===== src/common/gpio_alt_pkg.sv =====
// shared constants, register map and state types for the gpio alternate-function block
package gpio_alt_pkg;

    localparam int NUM_PINS = 8;
    localparam int ADDR_W = 8;
    localparam int DATA_W = 8;
    localparam int CNT_W = 8;

    localparam logic [ADDR_W-1:0] OFS_EDGE_FLAGS = 8'h0a;
    localparam logic [ADDR_W-1:0] OFS_ALT_SELECT = 8'h40;
    localparam logic [ADDR_W-1:0] OFS_PIN_CFG_BASE = 8'h36;

    localparam int PIN_LOW_POWER = 0;
    localparam int PIN_SEQ_FIRST = 1;
    localparam int PIN_SEQ_LAST = 3;
    localparam int PIN_SLOW_CLOCK = 4;
    localparam int NUM_SEQ = 3;

    localparam logic [DATA_W-1:0] CFG_RESET = 8'h02;
    localparam logic [DATA_W-1:0] FLAGS_RESET = 8'h00;
    localparam logic [DATA_W-1:0] ALT_RESET = 8'h00;
    localparam logic [DATA_W-1:0] READ_IDLE = 8'h00;

    typedef enum logic [1:0] {
        EDGE_MASKED = 2'h0,
        EDGE_FALLING = 2'h1,
        EDGE_RISING = 2'h2,
        EDGE_BOTH = 2'h3
    } edge_polarity_select_t;

    typedef enum logic [1:0] {
        DBNC_NONE = 2'h0,
        DBNC_SHORT = 2'h1,
        DBNC_MEDIUM = 2'h2,
        DBNC_LONG = 2'h3
    } debounce_setting_t;

    // one configuration byte per pin, msb first
    typedef struct packed {
        debounce_setting_t debounce_setting;
        edge_polarity_select_t edge_polarity_select;
        logic output_value;
        logic input_value;
        logic pin_direction;
        logic drive_type;
    } pin_cfg_t;

    typedef struct packed {
        pin_cfg_t [NUM_PINS-1:0] cfg;
        logic [NUM_PINS-1:0] alt_function_select;
        logic [NUM_PINS-1:0] pin_edge_flag;
        logic [NUM_PINS-1:0] deb;
        logic [NUM_PINS-1:0] deb_prev;
        logic [NUM_PINS-1:0][CNT_W-1:0] cnt;
        logic [DATA_W-1:0] rdata;
        logic otp_pending;
    } gpio_state_t;

endpackage


===== src/verilog/gpio_alt_function_edge_irq.sv =====
// gpio alternate-function selection, pin drive and read-clear edge flags
`timescale 1ns/1ps

module gpio_alt_function_edge_irq #(
    parameter logic [gpio_alt_pkg::CNT_W-1:0] DBNC_SHORT_CYC = 8'h08,
    parameter logic [gpio_alt_pkg::CNT_W-1:0] DBNC_MEDIUM_CYC = 8'h20,
    parameter logic [gpio_alt_pkg::CNT_W-1:0] DBNC_LONG_CYC = 8'h80
) (
    input wire logic clk_in,
    input wire logic rstn_in,
    input wire logic shutdown_in,
    input wire logic [gpio_alt_pkg::NUM_PINS-1:0] alt_otp_in,
    input wire logic [gpio_alt_pkg::ADDR_W-1:0] reg_addr_in,
    input wire logic reg_wr_in,
    input wire logic reg_rd_in,
    input wire logic [gpio_alt_pkg::DATA_W-1:0] reg_wdata_in,
    output logic [gpio_alt_pkg::DATA_W-1:0] reg_rdata_out,
    input wire logic [gpio_alt_pkg::NUM_PINS-1:0] pin_in,
    output logic [gpio_alt_pkg::NUM_PINS-1:0] pin_out,
    output logic [gpio_alt_pkg::NUM_PINS-1:0] pin_oe_n_out,
    input wire logic slow_clock_in,
    input wire logic [gpio_alt_pkg::NUM_SEQ-1:0] seq_level_in,
    output logic low_power_req_out,
    output logic edge_pending_out
);

    localparam gpio_alt_pkg::gpio_state_t ST_RESET = '{
        cfg: {gpio_alt_pkg::NUM_PINS{gpio_alt_pkg::CFG_RESET}},
        alt_function_select: gpio_alt_pkg::ALT_RESET,
        pin_edge_flag: gpio_alt_pkg::FLAGS_RESET,
        rdata: gpio_alt_pkg::READ_IDLE,
        otp_pending: 1'b1,
        default: '0
    };

    gpio_alt_pkg::gpio_state_t st_ff;
    gpio_alt_pkg::gpio_state_t nxt_st;

    // hit on a per-pin configuration register, index returned through cfg_index
    function automatic logic cfg_hit(input logic [gpio_alt_pkg::ADDR_W-1:0] addr);
        cfg_hit = (addr >= gpio_alt_pkg::OFS_PIN_CFG_BASE) &&
                  (addr < gpio_alt_pkg::OFS_PIN_CFG_BASE + gpio_alt_pkg::ADDR_W'(gpio_alt_pkg::NUM_PINS));
    endfunction

    function automatic logic [2:0] cfg_index(input logic [gpio_alt_pkg::ADDR_W-1:0] addr);
        logic [gpio_alt_pkg::ADDR_W-1:0] diff;
        diff = addr - gpio_alt_pkg::OFS_PIN_CFG_BASE;
        cfg_index = diff[2:0];
    endfunction

    function automatic logic [gpio_alt_pkg::CNT_W-1:0] dbnc_limit(
        input gpio_alt_pkg::debounce_setting_t sel
    );
        unique case (sel)
            gpio_alt_pkg::DBNC_SHORT: dbnc_limit = DBNC_SHORT_CYC;
            gpio_alt_pkg::DBNC_MEDIUM: dbnc_limit = DBNC_MEDIUM_CYC;
            gpio_alt_pkg::DBNC_LONG: dbnc_limit = DBNC_LONG_CYC;
            gpio_alt_pkg::DBNC_NONE: dbnc_limit = '0;
        endcase
    endfunction

    // clock-output mode of pin 4
    function automatic logic slow_clock_mode(
        input logic [gpio_alt_pkg::NUM_PINS-1:0] alt,
        input int idx
    );
        slow_clock_mode = (idx == gpio_alt_pkg::PIN_SLOW_CLOCK) && alt[idx];
    endfunction

    // sequencer-output mode of pins 1 to 3
    function automatic logic seq_out_mode(
        input logic [gpio_alt_pkg::NUM_PINS-1:0] alt,
        input int idx
    );
        seq_out_mode = (idx >= gpio_alt_pkg::PIN_SEQ_FIRST) &&
                       (idx <= gpio_alt_pkg::PIN_SEQ_LAST) && alt[idx];
    endfunction

    // low-power control input mode of pin 0
    function automatic logic low_power_mode(
        input logic [gpio_alt_pkg::NUM_PINS-1:0] alt,
        input int idx
    );
        low_power_mode = (idx == gpio_alt_pkg::PIN_LOW_POWER) && alt[idx];
    endfunction

    // configuration byte as software sees it, with debounced input level except in clock mode, where input and direction read 0
    function automatic logic [gpio_alt_pkg::DATA_W-1:0] cfg_view(
        input gpio_alt_pkg::gpio_state_t s,
        input logic [2:0] idx
    );
        gpio_alt_pkg::pin_cfg_t c;
        c = s.cfg[idx];
        c.input_value = s.deb[idx];
        if (slow_clock_mode(s.alt_function_select, int'(idx)))
        begin
            c.input_value = 1'b0;
            c.pin_direction = 1'b0;
        end
        cfg_view = c;
    endfunction

    always_comb
    begin
        logic [gpio_alt_pkg::NUM_PINS-1:0] set_v;
        logic [gpio_alt_pkg::NUM_PINS-1:0] clr_v;
        logic rise;
        logic fall;
        logic hit;
        logic [2:0] widx;
        gpio_alt_pkg::pin_cfg_t wcfg;
        set_v = '0;
        clr_v = '0;
        rise = 1'b0;
        fall = 1'b0;
        hit = 1'b0;
        widx = cfg_index(reg_addr_in);
        wcfg = reg_wdata_in;
        nxt_st = st_ff;

        for (int i = 0; i < gpio_alt_pkg::NUM_PINS; i++)
        begin
            // debounce filter; clock mode bypasses it so the pin loop is not filtered
            if (st_ff.cfg[i].debounce_setting == gpio_alt_pkg::DBNC_NONE ||
                slow_clock_mode(st_ff.alt_function_select, i))
            begin
                nxt_st.deb[i] = pin_in[i];
                nxt_st.cnt[i] = '0;
            end
            else if (pin_in[i] != st_ff.deb[i])
            begin
                if (st_ff.cnt[i] >= dbnc_limit(st_ff.cfg[i].debounce_setting))
                begin
                    nxt_st.deb[i] = pin_in[i];
                    nxt_st.cnt[i] = '0;
                end
                else
                begin
                    nxt_st.cnt[i] = st_ff.cnt[i] + 1'b1;
                end
            end
            else
            begin
                nxt_st.cnt[i] = '0;
            end
            nxt_st.deb_prev[i] = st_ff.deb[i];

            rise = st_ff.deb[i] & ~st_ff.deb_prev[i];
            fall = ~st_ff.deb[i] & st_ff.deb_prev[i];
            unique case (st_ff.cfg[i].edge_polarity_select)
                gpio_alt_pkg::EDGE_FALLING: hit = fall;
                gpio_alt_pkg::EDGE_RISING: hit = rise;
                gpio_alt_pkg::EDGE_BOTH: hit = rise | fall;
                gpio_alt_pkg::EDGE_MASKED: hit = 1'b0;
            endcase
            // sequencer pins rely on software zeroing the edge field
            if (slow_clock_mode(st_ff.alt_function_select, i))
            begin
                hit = 1'b0;
            end
            set_v[i] = hit;
        end

        // read data comes from a register one cycle after the strobe
        nxt_st.rdata = gpio_alt_pkg::READ_IDLE;
        if (reg_rd_in)
        begin
            if (reg_addr_in == gpio_alt_pkg::OFS_EDGE_FLAGS)
            begin
                nxt_st.rdata = st_ff.pin_edge_flag;
                clr_v = '1;
            end
            else if (reg_addr_in == gpio_alt_pkg::OFS_ALT_SELECT)
            begin
                nxt_st.rdata = st_ff.alt_function_select;
            end
            else if (cfg_hit(reg_addr_in))
            begin
                nxt_st.rdata = cfg_view(st_ff, widx);
            end
        end

        // set beats clear so an edge in the read cycle is kept
        nxt_st.pin_edge_flag = (st_ff.pin_edge_flag & ~clr_v) | set_v;
        for (int i = 0; i < gpio_alt_pkg::NUM_PINS; i++)
        begin
            if (st_ff.cfg[i].edge_polarity_select == gpio_alt_pkg::EDGE_MASKED)
            begin
                nxt_st.pin_edge_flag[i] = 1'b0;
            end
        end

        // strap is caught one cycle after reset or shutdown; writes then override it
        nxt_st.otp_pending = 1'b0;
        if (st_ff.otp_pending)
        begin
            nxt_st.alt_function_select = alt_otp_in;
            // filters start cleared while pins may sit high; take the pins as they are
            // so that no false edge follows reset or shutdown
            nxt_st.deb = pin_in;
            nxt_st.deb_prev = pin_in;
        end

        if (reg_wr_in)
        begin
            if (reg_addr_in == gpio_alt_pkg::OFS_ALT_SELECT)
            begin
                nxt_st.alt_function_select = reg_wdata_in;
            end
            else if (cfg_hit(reg_addr_in))
            begin
                wcfg.input_value = 1'b0;
                nxt_st.cfg[widx] = wcfg;
            end
        end

        if (shutdown_in)
        begin
            nxt_st = ST_RESET;
        end
    end

    // one register stage for all state; shutdown is handled in the next-state logic
    always_ff @(posedge clk_in or negedge rstn_in)
    begin
        if (!rstn_in)
        begin
            st_ff <= ST_RESET;
        end
        else
        begin
            st_ff <= nxt_st;
        end
    end

    // pin drive: open-drain releases the pin for a high level
    always_comb
    begin
        logic is_out;
        logic val;
        logic push_pull;
        logic [gpio_alt_pkg::NUM_PINS-1:0] seq_at_pin;
        is_out = 1'b0;
        val = 1'b0;
        push_pull = 1'b0;
        // sequencer levels lined up with the pins they drive
        seq_at_pin = gpio_alt_pkg::NUM_PINS'(seq_level_in) << gpio_alt_pkg::PIN_SEQ_FIRST;
        pin_out = '0;
        pin_oe_n_out = '1;
        for (int i = 0; i < gpio_alt_pkg::NUM_PINS; i++)
        begin
            push_pull = st_ff.cfg[i].drive_type;
            if (slow_clock_mode(st_ff.alt_function_select, i))
            begin
                is_out = 1'b1;
                val = slow_clock_in;
            end
            else if (seq_out_mode(st_ff.alt_function_select, i))
            begin
                is_out = 1'b1;
                val = seq_at_pin[i];
            end
            else if (low_power_mode(st_ff.alt_function_select, i))
            begin
                is_out = 1'b0;
                val = 1'b0;
            end
            else
            begin
                is_out = ~st_ff.cfg[i].pin_direction;
                val = st_ff.cfg[i].output_value;
            end
            pin_out[i] = push_pull ? val : 1'b0;
            pin_oe_n_out[i] = ~(is_out & (push_pull | ~val));
        end
    end

    // direction high makes the control input active-low
    assign low_power_req_out =
        low_power_mode(st_ff.alt_function_select, gpio_alt_pkg::PIN_LOW_POWER) &
        (st_ff.deb[gpio_alt_pkg::PIN_LOW_POWER] ^
         st_ff.cfg[gpio_alt_pkg::PIN_LOW_POWER].pin_direction);
    // one summary line for the interrupt aggregator; software reads the detail
    assign edge_pending_out = |st_ff.pin_edge_flag;
    // idle read data is zero so several targets can share one return path
    assign reg_rdata_out = st_ff.rdata;

endmodule // gpio_alt_function_edge_irq

===== config.mk =====
export PLATFORM = sky130hd
export DESIGN_NAME = gpio_alt_function_edge_irq
export DESIGN_NICKNAME = d
export VERILOG_FILES = /design/src/common/gpio_alt_pkg.sv /design/src/verilog/gpio_alt_function_edge_irq.sv
export SDC_FILE = /design/constraint.sdc
export NUM_CORES = 1
export LEC_CHECK = 0
export ABC_CLOCK_PERIOD_IN_PS = 4400
export BUFFER_PORTS_ARGS = -buffer_cell sky130_fd_sc_hd__buf_2
export CAP_MARGIN = 20
export CELL_PAD_IN_SITES_DETAIL_PLACEMENT = 1
export CELL_PAD_IN_SITES_GLOBAL_PLACEMENT = 2
export CORE_UTILIZATION = 43
export DETAILED_ROUTE_END_ITERATION = 7
export PLACE_DENSITY = 0.95
export SKIP_CTS_REPAIR_TIMING = 1
export SLEW_MARGIN = 0
export SYNTH_ARGS = -nofsm -noshare
export SYNTH_HDL_FRONTEND = slang
export SYNTH_SLANG_ARGS = --single-unit

===== constraint.sdc =====
create_clock -name clk_in -period 4.4 [get_ports clk_in]
set_clock_uncertainty 0.15 [all_clocks]
set_input_delay 0.66 -clock clk_in [delete_from_list [all_inputs] [get_ports clk_in]]
set_output_delay 0.66 -clock clk_in [all_outputs]
set_load 0.005 [all_outputs]

==> impl_metrics.yaml <==
status:
  status: "finished, final reports clean"
route:
  dr.pass1.iters: 4
  via_per_inst: 5.62
  routed_wl_um: 23700
  avgRoutedWirePerCell_um: 19.2
  dr.first_iter.drc_count: 303
  drt_drc_violations_left: 0
  vias: 6932
  postRouteAntennaNets: 0
timing:
  fin_crit_sh_pct: 64.1
  tightest_slew_ns: 1.01
  drv_slew: 0
  tns_ns: 0
  hold_violations: 0
  finalCriticalPeriod_ns: 2.82
  setup_viol: 0
  fmax_mhz: 354
  slew_headroom_pct: 32.4
  holdWs_ns: 0.365
  rsz0062_at_grt: "no"
clocking:
  cts_tree: "yes"
  cts_root_buf: "clkbuf_16"
  cts_max_path_buffers: 2
  h-tree-depth: 4
  clk_pin_slew_worst_paths_ns: 0.07
  cts_buffers: 17
  cts_sinks: 161
  clock_latency_ns: 0.44
synthesis:
  yosysTopAreaCell: "dfrtp_1"
  post_synth.cell_area_avg_sq_um: 10.4
  synth_ff_type: "dfrtp_1"
  synth_cell_types: 51
  synthMostInstantiatedCell: "dfrtp_1"
  ys_warn_count: 0
  synth_area_leaders: "dfrtp_1 (40%), mux2i_1 (8.1%), ha_1 (8.0%)"
  netlist_area_sq_um: 9430
  synth_commonest_cells: "dfrtp_1 (152), nor2_1 (146), mux2i_1 (76)"
  synth_top_area_share_pct: 40.4
  synth-edff-count: 0
  synthArstFlopShare_pct: 100
  ys_ff_latch: 161
  synth_cells: 906
  synth_fp_nets: 1007
  synth-seq-area-share_pct: 42.9
global_routing:
  antenna_found_initial: 0
  grt_overflow: 0
  grt_pass1_wl_um: 39900
  grt_max_degree: 114
  grt_pass1_vias: 7519
  track_usage_pct: 23.1
setup_path:
  path_class: "input pin to flip-flop"
  crit_chain: "buf_2 > inv_1 > ha_1 > mux4_2 > mux2i_1 > o32a_1 > nor2_1"
  cp-start-kind: "input pin"
  critical_path_peak_fanout: 24
  crit_arrival_ns: 2.99
  crit_slowest_cell: "ha_1"
  slowest_delay_ns: 0.70
  crit_required_ns: 4.57
  cp-end-kind: "flip-flop"
cells_and_area:
  seqCellArea_sq_um: 4040
  fin_util_pct: 49.4
  fin_area_sq_um: 10500
  drive_gt1_share_pct: 15.4
  nets: 1047
  diodes: 0
  area_growth_pct: 11.6
  multi_input_area_sq_um: 4870
  nFillCells: 2375
floorplanning:
  dieArea_sq_um: 22500
  start_util_pct: 44.3
  fp.dieH_um: 150
  rows: 53
  die_x_um: 150
  ioPinCount: 67
  core_sq_um: 21300
power:
  max-vdd-ir-drop_mv: 0.245
  leakagePower_nw: 4.89
  power_density_nw_per_um2: 307
place:
  place_congestion: 0.858
  dp_hpwl_um: 16800
  placed_area_sq_um: 9890
  numPortBuffers: 66
run:
  max_cap_viol_count: 0
worst_hold_path:
  hold_path.class: "input pin to flip-flop"
-- sequential cells by signal, summed over array words and instances, names as in the netlist --
register       flops
st_ff            153
reg_rdata_out      8
-- cell families (layout without fill, tap and decap cells) --
logic type | count (synthesis) | after routing | synth area share (%)
muxes | 92 | 92 | 11.9
AOI/OAI and AO/OA | 125 | 125 | 10.7
xor gates and xnor gates | 57 | 57 | 5.30
buffers and inverters | 117 | 170 | 5.50
and+or+nand+nor | 294 | 294 | 15.8
adders and majority gates | 60 | 60 | 7.96
DFF | 161 | 161 | 42.9
-- placed cells by master, fill, tap and decap left out, drive strengths merged, types with 14 or more instances in the layout --
cell and instances:
nor2 146, o31ai 15, dfrtp 152, clkbuf 17, ha 60, mux2i 76, mux4 16, nand2 19
nand3 44, buf 70, inv 69, xnor2 24, xor2 33, a21oi 28, o22ai 14, and3 16
-- through the flow --
step / power (W) / std cells / setup WS (ns)
6_report: 0.00323 / 1234 / 1.58
5_1_grt: 0.00333 / 1234 / 1.37
4_1_cts: 0.00325 / 1232 / 1.55
3_5_place_dp: 0.00175 / 1200 / 1.11
3_3_place_gp: 0.00174 / 1200 / 1.21
2_1_floorplan: 0.00165 / 906 / 1.97
-- final timing paths --
| check | slack (ns) | depth (start not counted) | to | startpoint |
|---|---|---|---|---|
| worst max-delay path | 1.58 | 7 | reg_rdata_out[2] | reg_addr_in[1] |
| worst min-delay path | 0.36 | 3 | st_ff[99] | reg_wdata_in[2] |
| worst max register to register | 1.99 | 6 | st_ff[72] | st_ff[168] |
| worst min register to register | 0.37 | 2 | st_ff[114] | st_ff[114] |
| max in group asynchronous | 2.81 | 3 | st_ff[122] | rstn_in |
| min in group asynchronous | 0.53 | 2 | st_ff[42] | rstn_in |
-- critical path, delay by kind of cell --
family / cells / cell delay, ns
multiplexers: 2 / 0.73
AO/OA/AOI/OAI: 1 / 0.16
AND/OR/NAND/NOR: 1 / 0.05
buffers and inverters: 2 / 0.69
adder cells (fa/ha/maj): 1 / 0.70
-- area by class of cell --
type	count	area share, %
Tap cell	275	3.27
Sequential cell	161	38.4
Multi-Input combinational cell	628	46.3
Inverter	67	2.39
Clock inverter	15	1.55
Timing Repair Buffer	71	4.01
Clock buffer	17	4.05
-- routing by layer --
layer	track usage [%]	vias to the layer above	wire length [um]
li1	-	3252	-
met1	30.1	3523	10700
met2	38.7	129	11700
met3	4.21	28	989
met4	7.22	0	320
met5	0	-	0
-- power by group --
group	switching, W	internal [W]	leakage (nW)	total (W)
logic	0.000132	0.0000729	2.42	0.000205
clock network	0.000660	0.000841	0.273	0.00150
registers	0.0000260	0.00149	2.20	0.00152
No activity file was read; power rests on OpenSTA's default activity.
